## src/cmpirq_pkg.sv

```systemverilog
// Purpose: constants and types shared by the comparator result block
// Assumes: 32-bit AXI4-Lite access, one aligned word per register
// Notes: registers are 8 bits wide in the low byte, upper bits read zero
//
// What this block does
// data register bits 7:6 and 3:2 read zero, writes ignored.
// bit 5 is channel 1 flag, reset 0, set on channel 1 event.
// channel 1 flag clears on a 0 write only after reading it as 1.
// bit 4 is channel 0 flag, reset 0, set on channel 0 event.
// channel 0 flag clears on a 0 write only after reading it as 1.
// writing 1 to a flag does nothing.
// bit 1 shows channel 1 comparator output, 1 when input exceeds reference.
// bit 0 shows channel 0 comparator output, 1 when input exceeds reference.
// result bits follow the live comparison right from reset.
// reading result with channel and irq enabled latches it and arms internal enable.
// armed channel sets its flag when live result differs from latch.
// no event for a channel in the cycle its result is read.
// every data register read refreshes the latches.
// clearing irq enable drops the internal interrupt enable.
// software sets reference, hysteresis, level, enables, then waits before reading.
// software reads, sets irq enable, reads again, back to back.
// software clears channel enables before stopping the module clock.
// enabled comparator keeps running and flagging in low-power modes.
// an enabled channel's input pin is dedicated to the comparator.
// per-channel control: bit 7 on, 6 irq on, 5 external ref, 4 hysteresis.
// software never selects external reference together with hysteresis.
// comparator outputs pass a two-flop synchroniser before any use.

package cmpirq_pkg;

  localparam int NCHAN = 2;

  // register byte offsets
  localparam logic [1:0][7:0] CTRL_OFS = {8'h04, 8'h00};
  localparam logic [7:0] DATA_OFS = 8'h08;

  // field positions
  localparam int CTRL_ON_BIT = 7;
  localparam int CTRL_IRQ_BIT = 6;
  localparam int FLAG_LSB = 4;
  localparam int RESULT_LSB = 0;

  // reset values
  localparam logic [7:0] CTRL_RST = 8'h00;
  localparam logic [1:0] BIT2_RST = 2'h0;
  localparam logic [31:0] WORD_RST = 32'h0000_0000;
  localparam logic [7:0] ADDR_RST = 8'h00;
  localparam logic [3:0] STRB_RST = 4'h0;
  localparam logic [1:0] SETTLE_MAX = 2'h3;

  // bus answers
  localparam logic [1:0] RESP_OKAY = 2'h0;
  localparam logic [1:0] RESP_SLVERR = 2'h2;

  // one channel's control register, msb first
  typedef struct packed {
    logic on;
    logic irq_on;
    logic ext_ref;
    logic hyst;
    logic [3:0] ref_level;
  } cmpirq_ctrl_type;

endpackage

```

## src/cmpirq_chan.sv

```systemverilog
// Purpose: one channel's latch, internal enable and interrupt flag
// Assumes: result is already synchronised to clk_sys
// Notes: a hardware set of the flag wins over a software clear
`timescale 1ns/10ps
module cmpirq_chan (
  // clock and reset
  input wire logic clk_sys,
  input wire logic reset_n,
  // live result and control
  input wire logic result,
  input wire logic chan_on,
  input wire logic irq_on,
  // bus strobes
  input wire logic data_read,
  input wire logic clear_req,
  // state
  output logic flag,
  output logic armed,
  output logic int_en,
  output logic latch,
  output logic irq_event
);

  logic flag_ff;
  logic armed_ff;
  logic int_en_ff;
  logic latch_ff;
  logic nxt_flag;
  logic nxt_armed;
  logic nxt_int_en;
  logic nxt_latch;

  // mismatch is masked while the result is being read
  assign irq_event = int_en_ff & (result ^ latch_ff) & ~data_read;
  // any read of the data register refreshes the latch
  assign nxt_latch = data_read ? result : latch_ff;
  // arming needs both enables; dropping either disarms
  assign nxt_int_en = (chan_on & irq_on) & (data_read | int_en_ff);
  // remember whether the last read saw the flag set
  assign nxt_armed = data_read ? flag_ff : (armed_ff & ~clear_req);
  // set beats clear; a clear without a prior read of 1 is ignored
  assign nxt_flag = irq_event | (flag_ff & ~(clear_req & armed_ff));

  always_ff @(posedge clk_sys) begin
    if (!reset_n) begin
      flag_ff <= 1'b0;
      armed_ff <= 1'b0;
      int_en_ff <= 1'b0;
      latch_ff <= 1'b0;
    end else begin
      flag_ff <= nxt_flag;
      armed_ff <= nxt_armed;
      int_en_ff <= nxt_int_en;
      latch_ff <= nxt_latch;
    end
  end

  assign flag = flag_ff;
  assign armed = armed_ff;
  assign int_en = int_en_ff;
  assign latch = latch_ff;

endmodule

```

## src/cmpirq_sync.sv

```systemverilog
// Purpose: two-flop synchroniser for the comparator outputs
// Assumes: inputs change with no relation to clk_sys
// Notes: first stage is read by the second stage only
`timescale 1ns/10ps
module cmpirq_sync (
  // clock and reset
  input wire logic clk_sys,
  input wire logic reset_n,
  // raw and synchronised levels
  input wire logic [1:0] async_in,
  output logic [1:0] sync_out
);

  logic [1:0] meta_ff;
  logic [1:0] sync_ff;

  // two stages, reset to a defined level
  always_ff @(posedge clk_sys) begin
    if (!reset_n) begin
      meta_ff <= cmpirq_pkg::BIT2_RST;
      sync_ff <= cmpirq_pkg::BIT2_RST;
    end else begin
      meta_ff <= async_in;
      sync_ff <= meta_ff;
    end
  end

  assign sync_out = sync_ff;

endmodule

```

## src/cmpirq_top.sv

```systemverilog
// Purpose: comparator result and interrupt flags behind an AXI4-Lite slave
// Assumes: comparator outputs are asynchronous levels from the analog side
// Notes: one write and one read in flight; unmapped addresses answer SLVERR
`timescale 1ns/10ps
module cmpirq_top (
  // clock and reset
  input wire logic clk_sys,
  input wire logic reset_n,
  // axi4-lite write address
  input wire logic s_axi_awvalid,
  output logic s_axi_awready,
  input wire logic [7:0] s_axi_awaddr,
  // axi4-lite write data
  input wire logic s_axi_wvalid,
  output logic s_axi_wready,
  input wire logic [31:0] s_axi_wdata,
  input wire logic [3:0] s_axi_wstrb,
  // axi4-lite write response
  output logic s_axi_bvalid,
  input wire logic s_axi_bready,
  output logic [1:0] s_axi_bresp,
  // axi4-lite read address
  input wire logic s_axi_arvalid,
  output logic s_axi_arready,
  input wire logic [7:0] s_axi_araddr,
  // axi4-lite read data
  output logic s_axi_rvalid,
  input wire logic s_axi_rready,
  output logic [31:0] s_axi_rdata,
  output logic [1:0] s_axi_rresp,
  // analog comparators
  input wire logic [1:0] cmp_out_async,
  output cmpirq_pkg::cmpirq_ctrl_type [1:0] chan_control,
  output logic [1:0] pin_dedicated,
  // interrupt flags towards the cpu
  output logic [1:0] chan_irq_flag
);

  ////////////////////////////////////////////////////////////////////////////
  // declarations

  cmpirq_pkg::cmpirq_ctrl_type [1:0] ctrl_ff;
  logic awready_ff;
  logic wready_ff;
  logic bvalid_ff;
  logic [1:0] bresp_ff;
  logic [7:0] awaddr_ff;
  logic [31:0] wdata_ff;
  logic [3:0] wstrb_ff;
  logic arready_ff;
  logic rvalid_ff;
  logic [31:0] rdata_ff;
  logic [1:0] rresp_ff;
  logic aw_hs;
  logic w_hs;
  logic b_hs;
  logic ar_hs;
  logic r_hs;
  logic wr_fire;
  logic wr_is_data;
  logic wr_hit;
  logic [1:0] wr_is_ctrl;
  logic [1:0] wr_ctrl;
  logic rd_is_data;
  logic rd_hit;
  logic [1:0] rd_is_ctrl;
  logic data_read;
  logic [1:0] clear_req;
  logic [1:0] result_sync;
  logic [1:0] flag;
  logic [1:0] armed;
  logic [1:0] int_en;
  logic [1:0] latch;
  logic [1:0] chan_event;
  logic [7:0] data_byte;
  logic [31:0] rd_word;
  logic [1:0] settle_ff;
  logic rd_data_ff;

  ////////////////////////////////////////////////////////////////////////////
  // comparator outputs cross into clk_sys before anything looks at them

  cmpirq_sync u_sync (
    .clk_sys(clk_sys),
    .reset_n(reset_n),
    .async_in(cmp_out_async),
    .sync_out(result_sync)
  );

  ////////////////////////////////////////////////////////////////////////////
  // write path: address and data taken in either order, then one write

  assign aw_hs = s_axi_awvalid & awready_ff;
  assign w_hs = s_axi_wvalid & wready_ff;
  assign b_hs = bvalid_ff & s_axi_bready;
  // both halves held and no response pending
  assign wr_fire = ~awready_ff & ~wready_ff & ~bvalid_ff;
  assign wr_is_data = awaddr_ff == cmpirq_pkg::DATA_OFS;
  assign wr_is_ctrl[0] = awaddr_ff == cmpirq_pkg::CTRL_OFS[0];
  assign wr_is_ctrl[1] = awaddr_ff == cmpirq_pkg::CTRL_OFS[1];
  assign wr_hit = wr_is_data | (|wr_is_ctrl);
  // only the low byte lane carries register bits
  assign wr_ctrl = {2{wr_fire & wstrb_ff[0]}} & wr_is_ctrl;

  // handshake flags; readies reopen only after the response is taken
  always_ff @(posedge clk_sys) begin
    if (!reset_n) begin
      awready_ff <= 1'b1;
      wready_ff <= 1'b1;
      bvalid_ff <= 1'b0;
      bresp_ff <= cmpirq_pkg::RESP_OKAY;
    end else begin
      if (aw_hs) begin
        awready_ff <= 1'b0;
      end else if (b_hs) begin
        awready_ff <= 1'b1;
      end
      if (w_hs) begin
        wready_ff <= 1'b0;
      end else if (b_hs) begin
        wready_ff <= 1'b1;
      end
      if (wr_fire) begin
        bvalid_ff <= 1'b1;
        bresp_ff <= wr_hit ? cmpirq_pkg::RESP_OKAY : cmpirq_pkg::RESP_SLVERR;
      end else if (b_hs) begin
        bvalid_ff <= 1'b0;
      end
    end
  end

  // payload holding registers
  always_ff @(posedge clk_sys) begin
    if (!reset_n) begin
      awaddr_ff <= cmpirq_pkg::ADDR_RST;
      wdata_ff <= cmpirq_pkg::WORD_RST;
      wstrb_ff <= cmpirq_pkg::STRB_RST;
    end else begin
      if (aw_hs) begin
        awaddr_ff <= s_axi_awaddr;
      end
      if (w_hs) begin
        wdata_ff <= s_axi_wdata;
        wstrb_ff <= s_axi_wstrb;
      end
    end
  end

  ////////////////////////////////////////////////////////////////////////////
  // per-channel control registers and channel logic

  for (genvar i = 0; i < cmpirq_pkg::NCHAN; i++) begin : g_chan
    // a zero in a flag position asks for a clear; a one is ignored
    assign clear_req[i] = wr_fire & wstrb_ff[0] & wr_is_data &
                          ~wdata_ff[cmpirq_pkg::FLAG_LSB + i];

    always_ff @(posedge clk_sys) begin
      if (!reset_n) begin
        ctrl_ff[i] <= cmpirq_pkg::cmpirq_ctrl_type'(cmpirq_pkg::CTRL_RST);
      end else if (wr_ctrl[i]) begin
        ctrl_ff[i] <= cmpirq_pkg::cmpirq_ctrl_type'(wdata_ff[7:0]);
      end
    end

    // no low-power input exists, so standby never stalls a channel
    cmpirq_chan u_chan (
      .clk_sys(clk_sys),
      .reset_n(reset_n),
      .result(result_sync[i]),
      .chan_on(ctrl_ff[i].on),
      .irq_on(ctrl_ff[i].irq_on),
      .data_read(data_read),
      .clear_req(clear_req[i]),
      .flag(flag[i]),
      .armed(armed[i]),
      .int_en(int_en[i]),
      .latch(latch[i]),
      .irq_event(chan_event[i])
    );
  end

  ////////////////////////////////////////////////////////////////////////////
  // read path: answer one cycle after the address is taken

  assign ar_hs = s_axi_arvalid & arready_ff;
  assign r_hs = rvalid_ff & s_axi_rready;
  assign rd_is_data = s_axi_araddr == cmpirq_pkg::DATA_OFS;
  assign rd_is_ctrl[0] = s_axi_araddr == cmpirq_pkg::CTRL_OFS[0];
  assign rd_is_ctrl[1] = s_axi_araddr == cmpirq_pkg::CTRL_OFS[1];
  assign rd_hit = rd_is_data | (|rd_is_ctrl);
  // the read strobe for the latches is the address handshake itself
  assign data_read = ar_hs & rd_is_data;
  // reserved pairs are tied to zero here
  assign data_byte = {2'h0, flag, 2'h0, result_sync};
  assign rd_word = rd_is_data ? {24'h00_0000, data_byte} :
                   rd_is_ctrl[1] ? {24'h00_0000, ctrl_ff[1]} :
                   rd_is_ctrl[0] ? {24'h00_0000, ctrl_ff[0]} :
                   cmpirq_pkg::WORD_RST;

  // data is captured at the handshake, the same edge the latches see
  always_ff @(posedge clk_sys) begin
    if (!reset_n) begin
      arready_ff <= 1'b1;
      rvalid_ff <= 1'b0;
      rdata_ff <= cmpirq_pkg::WORD_RST;
      rresp_ff <= cmpirq_pkg::RESP_OKAY;
    end else if (ar_hs) begin
      arready_ff <= 1'b0;
      rvalid_ff <= 1'b1;
      rdata_ff <= rd_word;
      rresp_ff <= rd_hit ? cmpirq_pkg::RESP_OKAY : cmpirq_pkg::RESP_SLVERR;
    end else if (r_hs) begin
      arready_ff <= 1'b1;
      rvalid_ff <= 1'b0;
    end
  end

  ////////////////////////////////////////////////////////////////////////////
  // outputs, all from flip-flops

  assign s_axi_awready = awready_ff;
  assign s_axi_wready = wready_ff;
  assign s_axi_bvalid = bvalid_ff;
  assign s_axi_bresp = bresp_ff;
  assign s_axi_arready = arready_ff;
  assign s_axi_rvalid = rvalid_ff;
  assign s_axi_rdata = rdata_ff;
  assign s_axi_rresp = rresp_ff;
  assign chan_control = ctrl_ff;
  // an enabled channel claims its pin for the analog input
  assign pin_dedicated = {ctrl_ff[1].on, ctrl_ff[0].on};
  assign chan_irq_flag = flag;

  ////////////////////////////////////////////////////////////////////////////
  // checks; helper state below is read by assertions only

  // cycles since reset release, saturating, so the synchroniser can fill
  always_ff @(posedge clk_sys) begin
    if (!reset_n) begin
      settle_ff <= cmpirq_pkg::BIT2_RST;
      rd_data_ff <= 1'b0;
    end else begin
      if (settle_ff != cmpirq_pkg::SETTLE_MAX) begin
        settle_ff <= settle_ff + 2'h1;
      end
      if (ar_hs) begin
        rd_data_ff <= rd_is_data;
      end
    end
  end
endmodule

```

## config.mk

```make
export PLATFORM = sky130hd
export DESIGN_NAME = cmpirq_top
export DESIGN_NICKNAME = d
export VERILOG_FILES = /design/src/cmpirq_pkg.sv /design/src/cmpirq_chan.sv /design/src/cmpirq_sync.sv /design/src/cmpirq_top.sv
export SDC_FILE = /design/constraint.sdc
export NUM_CORES = 1
export LEC_CHECK = 0
export BUFFER_PORTS_ARGS = -buffer_cell sky130_fd_sc_hd__buf_2
export CAP_MARGIN = 20
export CORE_AREA = 2 2 80 82
export CTS_CLUSTER_DIAMETER = 80
export DETAILED_ROUTE_END_ITERATION = 10
export DIE_AREA = 0 0 82 84
export MAX_ROUTING_LAYER = met4
export PLACE_DENSITY = 0.86
export SLEW_MARGIN = 25
export SYNTH_ARGS = -nofsm -noshare
export SYNTH_HDL_FRONTEND = slang
export SYNTH_SLANG_ARGS = --single-unit
```

## constraint.sdc

```tcl
create_clock -name clk_sys -period 1.6 [get_ports clk_sys]
set_input_delay 0.16 -clock clk_sys [delete_from_list [all_inputs] [get_ports clk_sys]]
set_output_delay 0.16 -clock clk_sys [all_outputs]
set_load 0.01 [all_outputs]
```

==> results.md <==
- CTS max path bufs: 2
- # H-tree levels: 3
- Vias in the first global route: 1949
- Routability cong.: 0.842
- Sequential area share after synthesis: 44.0%
- Number of routed nets with antenna violations: 0
- Die Area: 6890 um2
- Clock share of power: 39.2%
- Largest net degree at the start of global routing: 68
- Synth Register Bits: 60
- FF-to-FF setup slack: 0.15 ns
- Post-layout min period: approximately 1.4 ns
- Status: complete, no violations
- Row count: 29
- Startpoint Class: flop
- # port buffers: 68
- Crit-path cells: nor4_4, buf_4, nand4_4, mux2i_1, nor2b_1
- Cts hold-fix bufs: 0
- Setup TNS: 0 ns
- Gr usage total: 17.3%
- F_max: 690 MHz
- Final Non-Filler Cells: 440
- Setup Skew: ~0.007 ns
- Cts repair resizes: 0
- Worst Path Max Fanout: 8
- NetSw: 760 uW
- Max incr delay on CP: 0.34 ns
- Placeable Area: 6100 um2
- RSZ-0062 raised after global routing: false
- Post-synth top flop: dfxtp_1
- Root buf cell: clkbuf_8
- Count of final max-slew check failures: 0
- CTS clock-pin slew for the worst setup and hold paths: 0.07 ns
- Post-synth EDFFs: 0
- Initial Util: 44.8%
- Switching Share: 25.0%
- Count of different cell masters after synthesis: 36
- Most common cell after layout, fill and taps aside: buf_2
- CP required: 1.83 ns
- Crit path from: awaddr_ff[4]
- Worst skew pair latency: 0.34 ns
- Worst hold start: cmp_out_async[1]
- Clk sink count: 60
- Combinational Power Share: 8.9%
- Final Setup Violations: 0
- Initial antenna violation count: 0
- Most frequent cells in the layout: buf_2, dfxtp_1, nand2_1
- Ant diodes: 0
- Worst VDD drop: around 0.47 mV
- Origin of the critical flop-to-flop path: awaddr_ff[4]
- IO Pins: ~120
- Cell-internal power: between 2000 and 2500 uW
- HPWL Detailed: 4.10 mm
- HP Class: in -> reg
- Final net count: 420
- CTS tree: built
- Reg power frac: between 50% and 60%
- Syn-to-layout area delta: 16.6%
- Hold Path Stages: 2
- Reg-to-Reg End: chan_control[15]
- Share of layout cells above drive strength 1: 26.2%
- Number of CTS-inserted buffers: 9
- Pwr Density: 957 nW/um2
- Asr flop ratio synth: 0%
- 1st-iter DRT viols: 76
- Die Span Y: 84 um
- Leak pwr: 0.00148 uW
- Final worst-path cycle share: 90.5%
- Grt total ovfl: 0
- DR DRC count: 0
- Slowest CP cell: dfxtp_1
- First-pass DRT Iterations: 4
- Vias: around 2100
- Cells after Synth: 294
- Die width: 82 um
- Critical path endpoint category: flop
- Hold Path End: u_sync.meta_ff[1]
- Worst Path Arrival: 1.68 ns
- Vias per cell: 4.84
- First-pass GRT wire length: 8.79 mm
- R2R depth: 5
- Avg Inst Size Synth: 9.28 um2
- Max-Cap Viols: 0
- Setup Fix Bufs, Post-CTS: 0
- Drt total wl: between 5 and 6 mm
- Synth warn: 0
- Kind of critical path: reg -> reg
- Post-DR wirelength/cell: 12.6 um
- Final hold vios: 0
- Placed cells: 424
- Post-Syn Area: between 2000 and 3000 um2
==> stage by stage <==
step	hold WS [ns]	setup WS (ns)	power (uW)	util (%)	cell area, um2
final	0.0302	0.151	3040	52.2	3180
after global routing	0.0313	0.0616	3180	52.2	3180
after CTS	0.0227	0.0333	3060	52.1	3180
after detailed placement	0.378	0.0451	1880	49.3	3010
after global placement	0.375	0.0810	1870	49.3	3010
after floorplan	0.287	0.218	1830	-	2820
==> metal layers <==
metal  up-vias  GRT usage [%]  routed length (um)
li1       1073              -                   -
met1       971           20.7                2530
met2        74           27.1                2560
met3        11           3.68                 327
met4         0           8.79                 114
met5         -              -                   0
==> cells by family (layout without fill, tap and decap cells) <==
family / Yosys count / after routing / share of synthesized area (%)
AO/OA/AOI/OAI: 46 / 46 / 11.1
XOR/XNOR: 2 / 2 / 0.642
buffers and inverters: 50 / 94 / 11.8
flip-flops: 60 / 60 / 44.0
multiplexers: 24 / 24 / 8.80
other: 1 / 26 / 0.137
AND/OR/NAND/NOR: 111 / 111 / 23.5
==> flip-flops by register name, indices dropped and copies added (netlist names), 2 cells and up <==
| name | count |
|---|---|
| awaddr_ff | 8 |
| chan_control | 16 |
| g_chan.u_chan.armed | 2 |
| g_chan.u_chan.flag | 2 |
| g_chan.u_chan.int_en | 2 |
| g_chan.u_chan.latch | 2 |
| s_axi_rdata | 8 |
| u_sync.meta_ff | 2 |
| u_sync.sync_out | 2 |
| wdata_ff | 8 |
==> worst max-delay path, delay by kind of cell (launching register included) <==
family / cells / cell delay (ns)
buf+inv: 1 / 0.20
simple gates: 3 / 0.57
mux: 1 / 0.23
flops: 1 / 0.34
==> layout make-up <==
class,count,area [um2]
Timing Repair Buffer,74,398
Clock buffer,13,159
Multi-Input combinational cell,209,1300
Fill cell,591,2910
Tap cell,77,96.3
Sequential cell,60,1200
Inverter,5,18.8
Clock inverter,2,10.0
==> power groups by stage <==
stage	sequential, uW	clock [uW]	combinational [uW]
floorplan	1610	0	216
global placement	1610	0	260
detailed placement	1610	0	264
CTS	1580	1220	265
global route	1590	1290	304
finish	1580	1190	270
==> how the worst max path moves through the flow <==
stage,endpoint,cells after the start
after detailed placement,chan_control[15],4
after floorplan,chan_control[0],4
after CTS,chan_control[12],4
after global placement,chan_control[3],4
final,chan_control[15],5
after global routing,chan_control[11],5
==> cell usage after synthesis, types with 3 or more instances <==
library cell | number | area, um2
a21boi_0 | 18 | 135
a21oi_1 | 8 | 40.0
and2_1 | 10 | 62.6
buf_4 | 35 | 263
clkbuf_1 | 7 | 26.3
dfxtp_1 | 60 | 1200
inv_1 | 4 | 15.0
mux2i_1 | 24 | 240
nand2_1 | 47 | 176
nand3_1 | 9 | 45.0
nand4_1 | 10 | 62.6
nor2_1 | 3 | 11.3
nor2b_1 | 18 | 113
o211ai_1 | 4 | 30.0
o21ai_0 | 7 | 35.0
o31ai_1 | 4 | 30.0
(Power assumes the default switching activity.)
